## src/rtl/mcb_pkg.sv

```systemverilog
// register map, field layout and reset values of the misc config bank
package mcb_pkg;
  localparam int ADDR_W = 8;
  localparam int DATA_W = 8;
  localparam logic [7:0] BIAS_ADDR = 8'h92;
  localparam logic [7:0] P2MODE_ADDR = 8'h93;
  localparam logic [7:0] OPTION_ADDR = 8'h94;
  // bias enable bits
  localparam int BIAS_P36_BIT = 2;
  localparam int BIAS_P17_BIT = 1;
  localparam int BIAS_P16_BIT = 0;
  localparam logic [2:0] BIAS_RST = 3'h0;
  localparam logic [2:0] BIAS_MASK_W = 3'h7;
  // port-2 mode fields
  localparam int PIN21_LSB = 2;
  localparam int PIN20_LSB = 0;
  localparam logic [1:0] PIN_MODE_RST = 2'h1;
  localparam logic [1:0] PIN_MODE_UNDEF = 2'h3;
  // option fields
  localparam int SW_SERIAL_BIT = 7;
  localparam int TOUCH_ADJ_BIT = 6;
  localparam int WDT_LSB = 4;
  localparam int ADCK_LSB = 2;
  localparam logic [1:0] FIELD2_RST = 2'h0;
  // watchdog periods in ms, by code
  localparam int WDT_MS_0 = 480;
  localparam int WDT_MS_1 = 240;
  localparam int WDT_MS_2 = 120;
  localparam int WDT_MS_3 = 60;
  // converter clock divide ratios by code
  localparam logic [5:0] ADC_DIV_0 = 6'h20;
  localparam logic [5:0] ADC_DIV_1 = 6'h10;
  localparam logic [5:0] ADC_DIV_2 = 6'h08;
  localparam logic [5:0] ADC_DIV_3 = 6'h04;
  typedef enum logic [1:0] {
    MCB_MODE0 = 2'b00,
    MCB_MODE1 = 2'b01,
    MCB_MODE2 = 2'b10,
    MCB_MODE_UNDEF = 2'b11
  } mcb_pin_mode_e;
endpackage

```

## src/rtl/mcb_bank.sv

```systemverilog
// misc config register bank: bias enables, port-2 modes, option bits
//
// Our own choice: strobed register access.
`timescale 1ns/1ns
// Overview of operation
// - Bias bit 2 drives P3.6 with a half-supply bias regardless of pin mode, reset 0.
// - Bias bit 1 drives P1.7 with a half-supply bias overriding pin mode, reset 0.
// - Bias bit 0 drives P1.6 with a half-supply bias regardless of pin mode, reset 0.
// - Port-2 mode holds bits 3:2 for P2.1 and 1:0 for P2.0, code 11 undefined, reset 01.
// - Option bit 7 puts the serial port in single-wire mode on P3.1, reset 0.
// - Option bit 6 enables touch oscillator auto-adjust, else it stays fixed, reset 0.
// - Option bits 5:4 pick watchdog period 480, 240, 120 or 60 ms, reset 00.
// - Option bits 3:2 pick converter clock as system clock over 32, 16, 8 or 4, reset 00.
module mcb_bank
  import mcb_pkg::*;
(
  // clock and reset
  input wire logic sys_clk,
  input wire logic resetn,
  // register port
  input wire logic [ADDR_W-1:0] addr,
  input wire logic [DATA_W-1:0] wdata,
  input wire logic wr,
  input wire logic rd,
  output logic [DATA_W-1:0] rdata,
  // pin bias overrides
  output logic bias_out_p36_enable,
  output logic bias_out_p17_enable,
  output logic bias_out_p16_enable,
  // port-2 pin modes
  output logic [1:0] pin21_mode_field,
  output logic [1:0] pin20_mode_field,
  output logic pin21_mode_undef,
  output logic pin20_mode_undef,
  // option controls
  output logic single_wire_serial_enable,
  output logic touch_osc_auto_adjust,
  output logic [1:0] watchdog_period_select,
  output logic [1:0] converter_clock_divider,
  output logic [9:0] watchdog_period_ms,
  output logic converter_clock_tick
);
  logic [2:0] bias_reg;
  logic [3:0] p2mode_reg;
  logic [7:0] option_reg;
  logic [DATA_W-1:0] rdata_reg;
  logic [DATA_W-1:0] rdata_next;
  logic hit_bias;
  logic hit_p2;
  logic hit_opt;

  function automatic logic [9:0] wdt_ms(input logic [1:0] code);
    case (code)
      2'h0: wdt_ms = 10'(WDT_MS_0);
      2'h1: wdt_ms = 10'(WDT_MS_1);
      2'h2: wdt_ms = 10'(WDT_MS_2);
      default: wdt_ms = 10'(WDT_MS_3);
    endcase
  endfunction

  assign hit_bias = (addr == BIAS_ADDR);
  assign hit_p2 = (addr == P2MODE_ADDR);
  assign hit_opt = (addr == OPTION_ADDR);

  // unimplemented bits and unmapped addresses read zero
  assign rdata_next = hit_bias ? {5'h00, bias_reg} :
                      hit_p2 ? {4'h0, p2mode_reg} :
                      hit_opt ? {option_reg[7:2], 2'h0} : 8'h00;

  always_ff @(posedge sys_clk or negedge resetn) begin
    if (!resetn) begin
      bias_reg <= BIAS_RST;
    end else if (wr && hit_bias) begin
      bias_reg <= wdata[2:0] & BIAS_MASK_W;
    end
  end

  always_ff @(posedge sys_clk or negedge resetn) begin
    if (!resetn) begin
      p2mode_reg <= {PIN_MODE_RST, PIN_MODE_RST};
    end else if (wr && hit_p2) begin
      p2mode_reg <= wdata[3:0];
    end
  end

  always_ff @(posedge sys_clk or negedge resetn) begin
    if (!resetn) begin
      option_reg <= {1'b0, 1'b0, FIELD2_RST, FIELD2_RST, 2'h0};
    end else if (wr && hit_opt) begin
      option_reg <= {wdata[7:2], 2'h0};
    end
  end

  always_ff @(posedge sys_clk or negedge resetn) begin
    if (!resetn) begin
      rdata_reg <= 8'h00;
    end else if (rd) begin
      rdata_reg <= rdata_next;
    end else begin
      rdata_reg <= 8'h00;
    end
  end
  assign rdata = rdata_reg;

  // override is absolute; pad logic gives bias priority over mode
  assign bias_out_p36_enable = bias_reg[BIAS_P36_BIT];
  assign bias_out_p17_enable = bias_reg[BIAS_P17_BIT];
  assign bias_out_p16_enable = bias_reg[BIAS_P16_BIT];
  assign pin21_mode_field = p2mode_reg[PIN21_LSB +: 2];
  assign pin20_mode_field = p2mode_reg[PIN20_LSB +: 2];
  // code 11 kept as written but flagged so the pad can ignore it
  assign pin21_mode_undef = (pin21_mode_field == PIN_MODE_UNDEF);
  assign pin20_mode_undef = (pin20_mode_field == PIN_MODE_UNDEF);
  assign single_wire_serial_enable = option_reg[SW_SERIAL_BIT];
  assign touch_osc_auto_adjust = option_reg[TOUCH_ADJ_BIT];
  assign watchdog_period_select = option_reg[WDT_LSB +: 2];
  assign watchdog_period_ms = wdt_ms(watchdog_period_select);
  assign converter_clock_divider = option_reg[ADCK_LSB +: 2];

  mcb_adc_clkdiv u_adc_div (
    .sys_clk(sys_clk),
    .resetn(resetn),
    .sel(converter_clock_divider),
    .tick(converter_clock_tick)
  );

  // assertions
  property p_bias_write;
    @(posedge sys_clk) disable iff (!resetn)
    (wr && hit_bias) |=> (bias_out_p36_enable == $past(wdata[2]))
      && (bias_out_p17_enable == $past(wdata[1])) && (bias_out_p16_enable == $past(wdata[0]));
  endproperty
  a_bias_write: assert property (p_bias_write) else $error("bias bits not updated");

  property p_p17_hold;
    @(posedge sys_clk) disable iff (!resetn)
    !(wr && hit_bias) |=> $stable(bias_out_p17_enable);
  endproperty
  a_p17_hold: assert property (p_p17_hold) else $error("p17 bias changed unwritten");

  property p_p16_read;
    @(posedge sys_clk) disable iff (!resetn)
    (rd && hit_bias) |=> (rdata[0] == bias_out_p16_enable) && (rdata[7:3] == 5'h00);
  endproperty
  a_p16_read: assert property (p_p16_read) else $error("p16 bias readback wrong");

  property p_p2_write;
    @(posedge sys_clk) disable iff (!resetn)
    (wr && hit_p2) |=> (pin21_mode_field == $past(wdata[3:2]))
      && (pin20_mode_field == $past(wdata[1:0]));
  endproperty
  a_p2_write: assert property (p_p2_write) else $error("port2 mode not updated");

  property p_serial;
    @(posedge sys_clk) disable iff (!resetn)
    (wr && hit_opt) |=> single_wire_serial_enable == $past(wdata[7]);
  endproperty
  a_serial: assert property (p_serial) else $error("single wire bit wrong");

  property p_touch;
    @(posedge sys_clk) disable iff (!resetn)
    !(wr && hit_opt) |=> $stable(touch_osc_auto_adjust);
  endproperty
  a_touch: assert property (p_touch) else $error("touch adjust changed unwritten");

  property p_wdt;
    @(posedge sys_clk) disable iff (!resetn)
    watchdog_period_ms == ((watchdog_period_select == 2'h0) ? 10'h1e0 :
                           (watchdog_period_select == 2'h1) ? 10'h0f0 :
                           (watchdog_period_select == 2'h2) ? 10'h078 : 10'h03c);
  endproperty
  a_wdt: assert property (p_wdt) else $error("watchdog period wrong");

  property p_adc_div4;
    @(posedge sys_clk) disable iff (!resetn)
    // spacing only judged while the code holds; a code change does not restart the count
    (converter_clock_tick && converter_clock_divider == 2'h3)
      ##1 (converter_clock_divider == 2'h3)[*4] |-> converter_clock_tick;
  endproperty
  a_adc_div4: assert property (p_adc_div4) else $error("divide by 4 spacing wrong");

  property p_opt_read;
    @(posedge sys_clk) disable iff (!resetn)
    (rd && hit_opt) |=> rdata == {$past(option_reg[7:2]), 2'h0};
  endproperty
  a_opt_read: assert property (p_opt_read) else $error("option readback wrong");

  property p_unmapped;
    @(posedge sys_clk) disable iff (!resetn)
    (rd && !hit_bias && !hit_p2 && !hit_opt) |=> rdata == 8'h00;
  endproperty
  a_unmapped: assert property (p_unmapped) else $error("unmapped read not zero");

  property p_bias_hold;
    @(posedge sys_clk) disable iff (!resetn)
    !(wr && hit_bias) |=> $stable(bias_out_p36_enable) && $stable(bias_out_p16_enable);
  endproperty
  a_bias_hold: assert property (p_bias_hold) else $error("bias bits changed unwritten");

  property p_p2_hold;
    @(posedge sys_clk) disable iff (!resetn)
    !(wr && hit_p2) |=> $stable(pin21_mode_field) && $stable(pin20_mode_field);
  endproperty
  a_p2_hold: assert property (p_p2_hold) else $error("port2 mode changed unwritten");

  property p_opt_hold;
    @(posedge sys_clk) disable iff (!resetn)
    !(wr && hit_opt) |=> $stable(single_wire_serial_enable)
      && $stable(watchdog_period_select) && $stable(converter_clock_divider);
  endproperty
  a_opt_hold: assert property (p_opt_hold) else $error("option field changed unwritten");

  property p_opt_write;
    @(posedge sys_clk) disable iff (!resetn)
    (wr && hit_opt) |=> (touch_osc_auto_adjust == $past(wdata[6]))
      && (watchdog_period_select == $past(wdata[5:4]))
      && (converter_clock_divider == $past(wdata[3:2]));
  endproperty
  a_opt_write: assert property (p_opt_write) else $error("option fields not updated");

  // read data must not linger, or a stale value could be taken as a fresh read
  property p_rdata_idle;
    @(posedge sys_clk) disable iff (!resetn)
    !rd |=> rdata == 8'h00;
  endproperty
  a_rdata_idle: assert property (p_rdata_idle) else $error("read data not cleared");

  c_bias: cover property (@(posedge sys_clk) disable iff (!resetn) wr && hit_bias);
  c_p2_undef: cover property (@(posedge sys_clk) disable iff (!resetn) pin21_mode_undef);
  c_opt_rd: cover property (@(posedge sys_clk) disable iff (!resetn) rd && hit_opt);
  c_div4: cover property (@(posedge sys_clk) disable iff (!resetn)
    converter_clock_divider == 2'h3 && converter_clock_tick);
endmodule

```

## src/rtl/mcb_adc_clkdiv.sv

```systemverilog
// converter clock divider steered by the option register
`timescale 1ns/1ns
module mcb_adc_clkdiv
  import mcb_pkg::*;
(
  // clock and reset
  input wire logic sys_clk,
  input wire logic resetn,
  // divide select code
  input wire logic [1:0] sel,
  // divided clock enable pulse
  output logic tick
);
  logic [5:0] cnt_reg;
  logic [5:0] cnt_next;
  logic [5:0] ratio;
  logic tick_reg;
  logic wrap;

  assign ratio = (sel == 2'h0) ? ADC_DIV_0 :
                 (sel == 2'h1) ? ADC_DIV_1 :
                 (sel == 2'h2) ? ADC_DIV_2 : ADC_DIV_3;
  // compare with >= so a ratio drop mid-count never overruns
  assign wrap = (cnt_reg >= ratio - 6'h01);
  assign cnt_next = wrap ? 6'h00 : cnt_reg + 6'h01;

  always_ff @(posedge sys_clk or negedge resetn) begin
    if (!resetn) begin
      cnt_reg <= 6'h00;
      tick_reg <= 1'b0;
    end else begin
      cnt_reg <= cnt_next;
      tick_reg <= wrap;
    end
  end
  assign tick = tick_reg;
endmodule

```

## config.mk

```make
export PLATFORM = sky130hd
export DESIGN_NAME = mcb_bank
export DESIGN_NICKNAME = d
export VERILOG_FILES = /design/src/rtl/mcb_pkg.sv /design/src/rtl/mcb_bank.sv /design/src/rtl/mcb_adc_clkdiv.sv
export SDC_FILE = /design/constraint.sdc
export NUM_CORES = 1
export LEC_CHECK = 0
export BUFFER_PORTS_ARGS = -buffer_cell sky130_fd_sc_hd__buf_2
export CORE_ASPECT_RATIO = 0.75
export CORE_MARGIN = 3
export CORE_UTILIZATION = 43
export DETAILED_ROUTE_END_ITERATION = 16
export GPL_ROUTABILITY_DRIVEN = 0
export PLACE_DENSITY = 0.8
export SLEW_MARGIN = 0
export SYNTH_ARGS = -nofsm -noshare
export SYNTH_HDL_FRONTEND = slang
export SYNTH_SLANG_ARGS = --single-unit
export TNS_END_PERCENT = 20
```

## constraint.sdc

```tcl
create_clock -name sys_clk -period 1.6 [get_ports sys_clk]
set_input_delay 0.16 -clock sys_clk [delete_from_list [all_inputs] [get_ports sys_clk]]
set_output_delay 0.16 -clock sys_clk [all_outputs]
set_load 0.01 [all_outputs]
```

==> flow_summary.yaml <==
outcome:
  status: "finished, final reports clean"
logic_synthesis:
  synth_area_um2: 1370
  synth_top_area_frac: 0.475
  ys_ff_latch: 28
  netlist_top_cells_area: "dfrtp_1, mux2_2, ha_1, dfstp_2, and2_1"
  yosysTopAreaCell: "dfrtp_1"
  async_reset_ff_frac: 1.00
  avgSynthCellArea_um2: 12.6
  synth_ff_type: "dfrtp_1"
  synth_warnings: 0
  synth.most_common_cell: "dfrtp_1"
  yosys-top-cells-count: "dfrtp_1, mux2_2, and2_1"
  syn_inst: 109
  yosysUniqueCellTypes: 36
  synth-edff-count: 0
  yosysSeqAreaShare: 0.513
floorplanning:
  die_x_um: 71.2
  io_pins: 54
  initial_core_util: 0.457
  std_cell_rows: 17
  dieArea_um2: 3910
  core_area_um2: 3000
  die_h_um: 54.9
grt:
  antenna_found_initial: 0
  track_usage: 0.150
  grt_pass1_vias: 951
  grt_max_degree: 29
  grt_pass1_wl_um: 4530
  overflow: 0
route:
  vias: 1003
  met2_length_um: 1330
  dr_wl_met3_um: 223
  wl_per_cell_um: 13.6
  via_per_inst: 4.99
  wl_um: 2740
  first_pass_iters: 4
  drc_errors: 0
  ant_nets: 0
  initialDrtViolationCount: 52
  wl_met1_um: 1190
  topRoutingLayerUsed: "met3"
clocking:
  cts_buffer_depth: 2
  clkSinkCount: 28
  numCtsBuffers: 3
  tritoncts: "built"
  post_cts_buffers: 0
  path_clk_slew_ns: 0.09
  htreeDepth: 1
  clk_latency_ns: 0.26
  cts_root_buffer: "clkbuf_8"
worst_setup_path:
  crit_path_end_kind: "register"
  worstPathCellList: "buf_4 -> ha_1 -> a21oi_2 -> a21oi_2 -> or2_2"
  worst_path_max_delay_cell: "dfrtp_1"
  cp.required_ns: 1.75
  startpoint_type: "register"
  path_max_fanout: 4
  cp_slowest_stage_delay_ns: 0.41
  crit_family: "flip-flops"
  worstPathArrival_ns: 1.69
  reg2reg_slack_ns: 0.06
  crit_type: "register to register"
  cp_num_buf_inv: 1
  crit_top_cell: "a21oi_2"
timing:
  hold_viol: 0
  slew_headroom: 0.598
  fin_ws_ns: 0.0644
  whs_ns: 0.127
  period_share: 0.960
  clock_skew_ns: 0.000888
  fmax_mhz: 651
  period_needed_ns: 1.54
  worst_pin_slew_ns: 0.603
  setup_tns_ns: 0
  maxSlewViolCount: 0
  setup_violations: 0
power:
  p_leak_nw: 0.978
  ir_drop_mv: 0.902
  p_total_mw: 1.73
  p_per_area_nw_per_um2: 982
cells_and_area:
  largest_reg_flops: 8
  area_growth_pct: 28.3
  drive_above_1_share: 0.552
  final_cells: 201
  nNetsFinal: 189
  fin_area_um2: 1760
  final.fill_count: 243
  diodes: 0
  fin_util: 0.586
placed_design:
  post_dp_cell_area_um2: 1660
  hpwlAfterDp_um: 2230
  numPortBuffers: 49
  dp.cells: 196
  place_ws_ns: 0.00166
hold_path:
  hold_path_class: "input pin to register"
run:
  maxCapViolCount: 0
## cell families (layout without fill, tap and decap cells)
family                     after synthesis  after routing  share of synthesized area
DFF                                     28             28                      0.513
xor gates and xnor gates                 3              3                     0.0192
adders and majority gates                5              5                     0.0457
buffers and inverters                   10             61                     0.0438
muxes                                   16             16                      0.130
and+or+nand+nor                         38             38                      0.209
other                                    2              5                    0.00548
AOI/OAI and AO/OA                        7              7                     0.0338
## worst reg2reg max path: stages (launching register included)
cell,delay (ns)
dfrtp_1,0.41
buf_4,0.15
ha_1,0.30
a21oi_2,0.15
a21oi_2,0.10
or2_2,0.31
## worst paths after layout
check                                                    start                              to  cells past startpoint
worst max-delay path                 option_reg[3]$_DFFE_PN0P_        u_adc_div.tick$_DFF_PN0_                      5
worst min register to register  u_adc_div.cnt_reg[0]$_DFF_PN0_  u_adc_div.cnt_reg[0]$_DFF_PN0_                      1
min in group asynchronous                               resetn        u_adc_div.tick$_DFF_PN0_                      2
worst max register to register       option_reg[3]$_DFFE_PN0P_        u_adc_div.tick$_DFF_PN0_                      5
worst min-delay path                                  wdata[4]       option_reg[4]$_DFFE_PN0P_                      2
max in group asynchronous                               resetn              rdata[0]$_DFF_PN0_                      2
## area by class of cell
cell class,count,area (um^2),share of cell area
timing repair buffer,54,285,0.162
inverter,3,11.3,0.00641
clock buffer,4,55.1,0.0313
multi-input combinational,74,656,0.373
tap,38,47.5,0.0270
sequential,28,703,0.400
## what timing repair did
item,4_1_cts,5_1_grt
hold buffers,1,0
pin swaps,0,1
gates resized for setup,1,8
setup endpoints to repair,1,7
hold endpoints to repair,26,0
## layer usage
layer / track usage / vias up
li1: - / 479
met1: 0.198 / 484
met2: 0.259 / 40
met3: 0.0477 / 0
met4: 0 / 0
met5: 0 / -
## power by group
part,switching (mW),internal [mW],leakage (nW)
registers,0.0949,0.800,0.372
clock network,0.195,0.220,0.0288
logic,0.208,0.209,0.577
total,0.498,1.23,0.978
## layout by cell type, fill, tap and decap left out, drive strengths merged, types with 2 or more instances in the layout
master / n
clkbuf: 4
conb: 5
nor2: 2
nor3: 6
nor3b: 2
a21oi: 2
dfrtp: 26
ha: 5
mux2: 14
and2b: 2
xor2: 2
inv: 3
mux2i: 2
buf: 53
and2: 7
nand2: 4
nand3: 5
or2: 3
dfstp: 2
No activity file was read; power rests on OpenSTA's default activity.
